### config.mk
export PLATFORM = sky130hd
export DESIGN_NAME = dma_channels
export DESIGN_NICKNAME = d
export VERILOG_FILES = /design/src/common/dma_regs_pkg.sv /design/src/rtl/dma_channels.sv
export SDC_FILE = /design/constraint.sdc
export NUM_CORES = 2
export LEC_CHECK = 0
export ABC_AREA = 1
export BUFFER_PORTS_ARGS = -buffer_cell sky130_fd_sc_hd__clkbuf_2
export CORE_MARGIN = 1
export CORE_UTILIZATION = 35
export CTS_CLUSTER_DIAMETER = 50
export DETAILED_ROUTE_END_ITERATION = 10
export MAX_ROUTING_LAYER = met4
export PLACE_DENSITY = 0.61
export SKIP_CTS_REPAIR_TIMING = 1
export SYNTH_ARGS = -nofsm -noshare
export SYNTH_HDL_FRONTEND = slang
export SYNTH_SLANG_ARGS = --single-unit
### constraint.sdc
create_clock -name mclk -period 4.2 [get_ports mclk]
set_clock_uncertainty 0.15 [all_clocks]
set_input_delay 0.84 -clock mclk [delete_from_list [all_inputs] [get_ports mclk]]
set_output_delay 0.84 -clock mclk [all_outputs]
set_load 0.02 [all_outputs]
### src/common/dma_regs_pkg.sv
/*
  Holds the shared constants and types of the four-channel DMA register set:
  register byte offsets, field positions, masks, reset values, mode codes and
  the transfer request carrier.
  Assumes a 32-bit AXI4-Lite register bus whose byte addresses fit in eight bits.
*/
`default_nettype none
package dma_regs_pkg;
  localparam int NUM_CH = 4;
  localparam int ADDR_W = 8;

  // Per-channel register index inside a channel window of 0x20 bytes.
  localparam logic [2:0] IDX_CON = 3'h0;
  localparam logic [2:0] IDX_REQ = 3'h1;
  localparam logic [2:0] IDX_STAH = 3'h2;
  localparam logic [2:0] IDX_STAL = 3'h3;
  localparam logic [2:0] IDX_STBH = 3'h4;
  localparam logic [2:0] IDX_STBL = 3'h5;
  localparam logic [2:0] IDX_PAD = 3'h6;
  localparam logic [2:0] IDX_CNT = 3'h7;

  // Shared status words above the channel windows.
  localparam logic [7:0] OFS_PWC = 8'h80;
  localparam logic [7:0] OFS_RQC = 8'h84;
  localparam logic [7:0] OFS_PPS = 8'h88;
  localparam logic [7:0] OFS_LCA = 8'h8C;
  localparam logic [7:0] OFS_RECENT_LO = 8'h90;
  localparam logic [7:0] OFS_RECENT_HI = 8'h94;

  localparam int CON_ON = 15;
  localparam int CON_SIZE = 14;
  localparam int CON_DIR = 13;
  localparam int CON_HALF = 12;
  localparam int CON_NULL_WR = 11;
  localparam int CON_ADDR_SEL = 4;
  localparam int CON_MODE = 0;
  localparam int REQ_FORCE = 15;

  localparam logic [15:0] CON_MASK = 16'hF833;
  localparam logic [15:0] HIGH_MASK = 16'h00FF;
  localparam logic [15:0] CNT_MASK = 16'h3FFF;
  localparam logic [15:0] CON_RESET = 16'h0000;
  localparam logic [3:0] LCA_RESET = 4'hF;

  localparam logic [1:0] ADDR_POSTINC = 2'h0;
  localparam logic [1:0] ADDR_NOINC = 2'h1;
  localparam logic [1:0] ADDR_PERIPH = 2'h2;
  // Operating mode bit 1 enables ping-pong, bit 0 makes it one-shot.
  localparam int MODE_PP = 1;
  localparam int MODE_ONESHOT = 0;

  localparam logic [1:0] RESP_OKAY = 2'h0;
  localparam logic [1:0] RESP_SLVERR = 2'h2;

  typedef struct packed {
    logic [1:0] chan;
    logic [23:0] ram_addr;
    logic [15:0] periph_addr;
    logic to_periph;
    logic byte_size;
    logic null_write;
  } xfer_t;

  typedef enum logic [1:0] {
    ENG_IDLE = 2'h0,
    ENG_BUSY = 2'h1
  } eng_state_t;
endpackage
`default_nettype wire

### src/rtl/dma_channels.sv
/*
  Four-channel DMA register set with request selection, fixed-priority
  arbitration and per-channel block sequencing, reached over AXI4-Lite.
  Assumes the data mover outside accepts one element at a time, holding
  xfer_valid high until it returns a one-cycle xfer_done, and that the
  peripheral request lines are one-cycle pulses on mclk.
*/
`timescale 1ns/10ps
`default_nettype none
module dma_channels #(
  parameter int IRQ_LINES = 256
) (
  input wire logic mclk,
  input wire logic rst,
  input wire logic [dma_regs_pkg::ADDR_W-1:0] s_awaddr,
  input wire logic s_awvalid,
  output logic s_awready,
  input wire logic [31:0] s_wdata,
  input wire logic [3:0] s_wstrb,
  input wire logic s_wvalid,
  output logic s_wready,
  output logic [1:0] s_bresp,
  output logic s_bvalid,
  input wire logic s_bready,
  input wire logic [dma_regs_pkg::ADDR_W-1:0] s_araddr,
  input wire logic s_arvalid,
  output logic s_arready,
  output logic [31:0] s_rdata,
  output logic [1:0] s_rresp,
  output logic s_rvalid,
  input wire logic s_rready,
  input wire logic [IRQ_LINES-1:0] periph_irq,
  input wire logic [23:0] indirect_addr,
  output dma_regs_pkg::xfer_t xfer,
  output logic xfer_valid,
  input wire logic xfer_done,
  output logic [dma_regs_pkg::NUM_CH-1:0] channel_done_irq
);
  import dma_regs_pkg::*;

  logic [15:0] con [NUM_CH];
  logic [7:0] req_code [NUM_CH];
  logic [NUM_CH-1:0] force_on;
  logic [23:0] primary_start_address [NUM_CH];
  logic [23:0] stb [NUM_CH];
  logic [15:0] pad [NUM_CH];
  logic [13:0] cnt [NUM_CH];
  logic [13:0] elem_cnt [NUM_CH];
  logic [23:0] offset [NUM_CH];
  logic [NUM_CH-1:0] buf_b;
  logic [NUM_CH-1:0] pend;
  logic [NUM_CH-1:0] pwc;
  logic [NUM_CH-1:0] rqc;
  logic [3:0] lca;
  logic [23:0] dsadr;
  eng_state_t state;
  logic [1:0] cur;
  logic cur_forced;
  logic [ADDR_W-1:0] aw_addr;
  logic [31:0] w_data;
  logic [3:0] w_strb;

  logic wr_fire;
  logic wr_chan_hit;
  logic [1:0] wr_ch;
  logic [2:0] wr_idx;
  logic [NUM_CH-1:0] req_evt;
  logic [NUM_CH-1:0] serve;
  logic [NUM_CH-1:0] done_ch;
  logic [NUM_CH-1:0] last_elem;
  logic [NUM_CH-1:0] half_hit;
  logic [NUM_CH-1:0] oneshot_end;
  logic [NUM_CH-1:0] ready_ch;
  logic [1:0] grant;
  logic any_ready;

  function automatic logic [15:0] merge(input logic [15:0] old, input logic [31:0] d,
                                        input logic [3:0] s);
    merge = {s[1] ? d[15:8] : old[15:8], s[0] ? d[7:0] : old[7:0]};
  endfunction

  assign wr_fire = !s_awready && !s_wready && !s_bvalid;
  assign wr_chan_hit = !aw_addr[7];
  assign wr_ch = aw_addr[6:5];
  assign wr_idx = aw_addr[4:2];

  // Per-channel request, completion and block-boundary terms.
  for (genvar c = 0; c < NUM_CH; c++) begin : g_ch
    logic [14:0] n_moved;
    logic [14:0] half_pt;
    assign req_evt[c] = periph_irq[req_code[c]] && con[c][CON_ON];
    assign ready_ch[c] = (pend[c] || force_on[c]) && con[c][CON_ON];
    assign done_ch[c] = (state == ENG_BUSY) && xfer_done && (cur == 2'(c));
    assign n_moved = {1'b0, elem_cnt[c]} + 15'h0001;
    assign half_pt = ({1'b0, cnt[c]} + 15'h0001) >> 1;
    assign last_elem[c] = elem_cnt[c] == cnt[c];
    assign half_hit[c] = (n_moved == half_pt) && (half_pt != 15'h0000);
    // One-shot ping-pong ends only after the block from the second buffer.
    assign oneshot_end[c] = done_ch[c] && last_elem[c] && con[c][CON_MODE + MODE_ONESHOT]
                            && (!con[c][CON_MODE + MODE_PP] || buf_b[c]);
    assign serve[c] = done_ch[c];
  end

  // Fixed priority: channel 0 beats channel 3.
  always_comb begin
    grant = 2'h0;
    any_ready = |ready_ch;
    for (int c = NUM_CH - 1; c >= 0; c--) begin
      if (ready_ch[c]) begin
        grant = 2'(c);
      end
    end
  end

  // Write-address and write-data channels are taken in either order.
  always_ff @(posedge mclk) begin
    if (rst) begin
      s_awready <= 1'b1;
      s_wready <= 1'b1;
      s_bvalid <= 1'b0;
      s_bresp <= RESP_OKAY;
      aw_addr <= '0;
      w_data <= '0;
      w_strb <= '0;
    end else begin
      if (s_awvalid && s_awready) begin
        s_awready <= 1'b0;
        aw_addr <= s_awaddr;
      end
      if (s_wvalid && s_wready) begin
        s_wready <= 1'b0;
        w_data <= s_wdata;
        w_strb <= s_wstrb;
      end
      if (wr_fire) begin
        s_bvalid <= 1'b1;
        s_bresp <= (wr_chan_hit || aw_addr inside {OFS_PWC, OFS_RQC}) ? RESP_OKAY
                   : RESP_SLVERR;
      end
      if (s_bvalid && s_bready) begin
        s_bvalid <= 1'b0;
        s_awready <= 1'b1;
        s_wready <= 1'b1;
      end
    end
  end

  // Channel registers; software writes and hardware clears share one process.
  always_ff @(posedge mclk) begin
    if (rst) begin
      force_on <= '0;
      for (int c = 0; c < NUM_CH; c++) begin
        con[c] <= CON_RESET;
        req_code[c] <= '0;
        primary_start_address[c] <= '0;
        stb[c] <= '0;
        pad[c] <= '0;
        cnt[c] <= '0;
      end
    end else begin
      for (int c = 0; c < NUM_CH; c++) begin
        if (oneshot_end[c]) begin
          con[c][CON_ON] <= 1'b0;
        end
        // Force falls after its transfer or once the channel is off.
        if ((serve[c] && cur_forced) || !con[c][CON_ON]) begin
          force_on[c] <= 1'b0;
        end
        if (wr_fire && wr_chan_hit && wr_ch == 2'(c)) begin
          case (wr_idx)
            IDX_CON: con[c] <= merge(con[c], w_data, w_strb) & CON_MASK;
            IDX_REQ: begin
              if (w_strb[0]) begin
                req_code[c] <= w_data[7:0];
              end
              // Writing zero never clears a pending force.
              if (w_strb[1] && w_data[REQ_FORCE]) begin
                force_on[c] <= 1'b1;
              end
            end
            IDX_STAH: primary_start_address[c][23:16] <= 8'(merge({8'h00, primary_start_address[c][23:16]}, w_data, w_strb));
            IDX_STAL: primary_start_address[c][15:0] <= merge(primary_start_address[c][15:0], w_data, w_strb);
            IDX_STBH: stb[c][23:16] <= 8'(merge({8'h00, stb[c][23:16]}, w_data, w_strb));
            IDX_STBL: stb[c][15:0] <= merge(stb[c][15:0], w_data, w_strb);
            IDX_PAD: pad[c] <= merge(pad[c], w_data, w_strb);
            IDX_CNT: cnt[c] <= 14'(merge({2'h0, cnt[c]}, w_data, w_strb) & CNT_MASK);
            default: ;
          endcase
        end
      end
    end
  end

  // Request capture and collision status; a new event beats a software clear.
  always_ff @(posedge mclk) begin
    if (rst) begin
      pend <= '0;
      pwc <= '0;
      rqc <= '0;
    end else begin
      for (int c = 0; c < NUM_CH; c++) begin
        logic clr_pwc;
        logic clr_rqc;
        logic force_wr;
        clr_pwc = wr_fire && aw_addr == OFS_PWC && w_strb[0] && w_data[c];
        clr_rqc = wr_fire && aw_addr == OFS_RQC && w_strb[0] && w_data[c];
        force_wr = wr_fire && wr_chan_hit && wr_ch == 2'(c) && wr_idx == IDX_REQ
                   && w_strb[1] && w_data[REQ_FORCE];
        pend[c] <= con[c][CON_ON] && ((pend[c] && !serve[c]) || req_evt[c]);
        // A request that lands on one still waiting is a collision.
        pwc[c] <= (pwc[c] && !clr_pwc) || (req_evt[c] && pend[c] && !serve[c]);
        rqc[c] <= (rqc[c] && !clr_rqc)
                  || (req_evt[c] && force_on[c]) || (force_wr && pend[c]);
      end
    end
  end

  // Engine: grant one element, wait for the mover, then advance the channel.
  always_ff @(posedge mclk) begin
    if (rst) begin
      state <= ENG_IDLE;
      cur <= '0;
      cur_forced <= 1'b0;
      xfer <= '0;
      xfer_valid <= 1'b0;
      lca <= LCA_RESET;
      dsadr <= '0;
    end else begin
      case (state)
        ENG_IDLE: begin
          if (any_ready) begin
            logic [23:0] base;
            logic [15:0] cc;
            cc = con[grant];
            base = buf_b[grant] ? stb[grant] : primary_start_address[grant];
            cur <= grant;
            cur_forced <= force_on[grant] && !pend[grant];
            xfer.chan <= grant;
            xfer.ram_addr <= (cc[CON_ADDR_SEL+:2] == ADDR_PERIPH) ? indirect_addr
                             : base + offset[grant];
            xfer.periph_addr <= pad[grant];
            xfer.to_periph <= cc[CON_DIR];
            xfer.byte_size <= cc[CON_SIZE];
            // Null writes are only issued for peripheral-to-RAM moves.
            xfer.null_write <= cc[CON_NULL_WR] && !cc[CON_DIR];
            dsadr <= (cc[CON_ADDR_SEL+:2] == ADDR_PERIPH) ? indirect_addr
                     : base + offset[grant];
            xfer_valid <= 1'b1;
            state <= ENG_BUSY;
          end
        end
        ENG_BUSY: begin
          if (xfer_done) begin
            xfer_valid <= 1'b0;
            lca <= {2'h0, cur};
            state <= ENG_IDLE;
          end
        end
        default: state <= ENG_IDLE;
      endcase
    end
  end

  // Per-channel block progress and the completion pulse.
  always_ff @(posedge mclk) begin
    if (rst) begin
      buf_b <= '0;
      channel_done_irq <= '0;
      for (int c = 0; c < NUM_CH; c++) begin
        elem_cnt[c] <= '0;
        offset[c] <= '0;
      end
    end else begin
      for (int c = 0; c < NUM_CH; c++) begin
        channel_done_irq[c] <= done_ch[c] && (con[c][CON_HALF] ? half_hit[c]
                                                               : last_elem[c]);
        if (!con[c][CON_ON] && state == ENG_IDLE) begin
          elem_cnt[c] <= '0;
          offset[c] <= '0;
          buf_b[c] <= 1'b0;
        end else if (done_ch[c]) begin
          if (last_elem[c]) begin
            elem_cnt[c] <= '0;
            offset[c] <= '0;
            if (con[c][CON_MODE + MODE_PP]) begin
              buf_b[c] <= !buf_b[c];
            end
          end else begin
            elem_cnt[c] <= elem_cnt[c] + 14'h0001;
            if (con[c][CON_ADDR_SEL+:2] == ADDR_POSTINC) begin
              offset[c] <= offset[c] + (con[c][CON_SIZE] ? 24'h000001 : 24'h000002);
            end
          end
        end
      end
    end
  end

  // Read side: one cycle from address to data.
  always_ff @(posedge mclk) begin
    if (rst) begin
      s_arready <= 1'b1;
      s_rvalid <= 1'b0;
      s_rdata <= '0;
      s_rresp <= RESP_OKAY;
    end else begin
      if (s_arvalid && s_arready) begin
        logic [1:0] rc;
        logic [15:0] v;
        rc = s_araddr[6:5];
        v = 16'h0000;
        s_rresp <= RESP_OKAY;
        if (!s_araddr[7]) begin
          case (s_araddr[4:2])
            IDX_CON: v = con[rc];
            IDX_REQ: v = {force_on[rc], 7'h00, req_code[rc]};
            IDX_STAH: v = {8'h00, primary_start_address[rc][23:16]};
            IDX_STAL: v = primary_start_address[rc][15:0];
            IDX_STBH: v = {8'h00, stb[rc][23:16]};
            IDX_STBL: v = stb[rc][15:0];
            IDX_PAD: v = pad[rc];
            IDX_CNT: v = {2'h0, cnt[rc]};
            default: v = 16'h0000;
          endcase
        end else begin
          case (s_araddr)
            OFS_PWC: v = {12'h000, pwc};
            OFS_RQC: v = {12'h000, rqc};
            OFS_PPS: v = {12'h000, buf_b};
            OFS_LCA: v = {12'h000, lca};
            OFS_RECENT_LO: v = dsadr[15:0];
            OFS_RECENT_HI: v = {8'h00, dsadr[23:16]};
            default: s_rresp <= RESP_SLVERR;
          endcase
        end
        s_rdata <= {16'h0000, v};
        s_arready <= 1'b0;
        s_rvalid <= 1'b1;
      end
      if (s_rvalid && s_rready) begin
        s_rvalid <= 1'b0;
        s_arready <= 1'b1;
      end
    end
  end
endmodule
`default_nettype wire

==> results.sh <==
export IMPL_gr_total_overflow=0
export IMPL_grt_pass1_wl_mm=311.3
export IMPL_clk_latency_ps=690
export IMPL_synthCells=7173
export IMPL_drcViolationCount=0
export IMPL_synth_top_area_share_pct=32.94
export IMPL_portBuffers=394
export IMPL_post_place_ws_ps=-113.4
export IMPL_holdCritPathClass="in2reg"
export IMPL_startpoint_type="register"
export IMPL_path_class="reg2reg"
export IMPL_power_density_mw_per_mm2=338.5
export IMPL_clock_sinks=655
export IMPL_first_iter_violations=7287
export IMPL_critPathMaxFanout=43
export IMPL_slew_violations=0
export IMPL_antenna_found_initial=31
export IMPL_comb_power_share_pct=16.9
export IMPL_die_width_um=374.2
export IMPL_critPathRequiredTime_ps=4580
export IMPL_dp_hpwl_mm=147.2
export IMPL_status="completed"
export IMPL_rows=136
export IMPL_synth_area_per_cell_um2=6.761
export IMPL_drv_cap=0
export IMPL_p_int_mw=13.33
export IMPL_die_h_um=374.2
export IMPL_htreeDepth=3
export IMPL_final_cell_mix="1,937 x nand2_1, 1,219 x nand3_1, 828 x nor2_1"
export IMPL_layout_commonest_cell="nand2_1"
export IMPL_max_slew_margin_pct=24.59
export IMPL_syn_area_mm2=0.04850
export IMPL_leakagePower_nw=23.45
export IMPL_totalWireLength_mm=210.0
export IMPL_die_area_mm2=0.1401
export IMPL_hold_violations=0
export IMPL_layout_drive_gt1_share_pct=12.74
export IMPL_cts_root_buf="clkbuf_16"
export IMPL_cpPeakStageDelay_ps=430
export IMPL_ant_nets=0
export IMPL_ir_drop_mv=0.3650
export IMPL_cts_tree="yes"
export IMPL_cp_arrival_ps=4440
export IMPL_timing_final_crit_share_pct=96.69
export IMPL_cts_buffers=98
export IMPL_synth_seq_cells=655
export IMPL_p_clk_share_pct=43.8
export IMPL_routedWlPerCell_um=22.41
export IMPL_fmax_mhz=246.2
export IMPL_fin_hold_ws_ps=258.5
export IMPL_reg2regPathDepth=20
export IMPL_slowest_stage="edfxtp_1"
export IMPL_seq_area_frac_synth_pct=38.02
export IMPL_synth_area_leader_cell="edfxtp_1"
export IMPL_nets=7847
export IMPL_async_reset_ff_share_pct=0
export IMPL_cts_reportedPaths_clkPinSlew_ps=60
export IMPL_total_power_mw=19.15
export IMPL_coreArea_mm2=0.1375
export IMPL_path_cells="nand2_2, nand2_1, nand2_2, nand2_4, nand2_4, buf_12, buf_12, buf_4, or2_2, o211ai_1, a31oi_1, ha_1, a21oi_1, o21ai_0, buf_4, o21ai_0, a31o_2, nand3_1, nand3_1, a21oi_1"
export IMPL_tightest_slew_ps=1124
export IMPL_synthFlopType="edfxtp_1"
export IMPL_synth_area_leaders="edfxtp_1 33%, nand2_1 15%, nand3_1 13%"
export IMPL_switchingPower_mw=5.817
export IMPL_gp_congestion=1.054
export IMPL_first_pass_iters=9
export IMPL_ys_types=58
export IMPL_synth_edf_count=532
export IMPL_timing_setup_tns_ps=0
export IMPL_cts_path_max_buffers=3
export IMPL_whs_path_depth=3
export IMPL_p_seq_share_pct=39.3
export IMPL_area_delta_synth_final_pct=16.65
export IMPL_swShare_pct=30.38
export IMPL_groute_usage_overall_pct=29.81
export IMPL_grt_pass1_vias=49230
export IMPL_grt_max_degree=130
export IMPL_num_io_pins=431
export IMPL_period_minus_slack_ps=4061
export IMPL_yosysWarnings=0
export IMPL_vias_per_cell=5.700
export IMPL_vias=53420
export IMPL_end_kind="register"
export IMPL_finalSetupViolCount=0
export IMPL_initial_core_util_pct=35.27
export IMPL_setup_slack_ps=138.9
area by class of cell:
type,count,area (um2)
Clock inverter,68,739.5
Sequential cell,655,18440
Inverter,533,2023
Multi-Input combinational cell,5540,26150
Tap cell,1794,2245
Clock buffer,118,2613
Timing Repair Buffer,635,4289
Fill cell,14310,80920
Antenna cell,29,72.57
Yosys cell counts, types with 64 or more instances:
| master | n |
|---|---|
| nor3_1 | 64 |
| nand3_1 | 1219 |
| inv_1 | 484 |
| edfxtp_1 | 532 |
| nand2_1 | 1943 |
| nor2_1 | 828 |
| a21oi_1 | 334 |
| buf_2 | 186 |
| dfxtp_1 | 123 |
| xor2_1 | 101 |
| nand4_1 | 90 |
| clkbuf_1 | 189 |
| o211ai_1 | 88 |
| o21ai_0 | 524 |
sequential cells by signal, indices dropped and copies added, names as in the netlist, 8 cells and up:
register / count
aw_addr: 8
s_rdata: 16
cnt: 56
dsadr: 24
offset: 96
con: 36
xfer: 19
req_code: 32
w_data: 16
stb: 96
elem_cnt: 56
primary_start_address: 96
pad: 64
path summary, 6_finish.rpt:
check | startpoint | endpoint | slack [ps]
hold / removal | s_wdata[14] | w_data[14] | 260
setup reg to reg | con[3][8] | dsadr[19] | 140
setup / recovery | con[3][8] | dsadr[19] | 140
hold reg to reg | w_data[6] | w_data[6] | 300
cells by family after synthesis:
kind of cell | share of synthesized area [%]
xor gates and xnor gates | 2.257
AOI/OAI and AO/OA | 12.09
other | 0.007732
and+or+nand+nor | 37.97
adders and majority gates | 1.213
buffers and inverters | 8.449
DFF | 38.02
power by group through the flow:
stage / clock network, mW / registers [mW] / logic, mW
floorplan: 0 / 7.60 / 1.78
finish: 8.39 / 7.52 / 3.24
global placement: 0 / 7.64 / 3.11
global route: 8.75 / 7.55 / 3.49
CTS: 8.47 / 7.51 / 3.15
detailed placement: 0 / 7.64 / 3.13
routing by layer:
| metal | GRT usage [%] | wire [um] | vias up |
|---|---|---|---|
| met5 | - | 0 | - |
| met4 | 14.57 | 11820 | 0 |
| li1 | - | - | 24730 |
| met3 | 5.323 | 22130 | 623 |
| met1 | 38.67 | 84730 | 24850 |
| met2 | 44.63 | 91320 | 3219 |
per-stage QoR:
| stage | utilization, % | instances | area, um2 |
|---|---|---|---|
| CTS | 40.98 | 9339 | 56350 |
| global route | 41.14 | 9370 | 56570 |
| finish | 41.15 | 9372 | 56570 |
| detailed placement | 38.54 | 9153 | 52990 |
| floorplan | - | 7190 | 48560 |
| global placement | 38.54 | 9153 | 52990 |
critical path, delay by kind of cell (launching register included):
family / cells / cell delay (ps)
compound gates: 7 / 1370
simple gates: 8 / 840
buf+inv: 4 / 720
flops: 1 / 430
fa+ha+maj: 1 / 350
No activity file was read; power rests on OpenSTA's default activity.
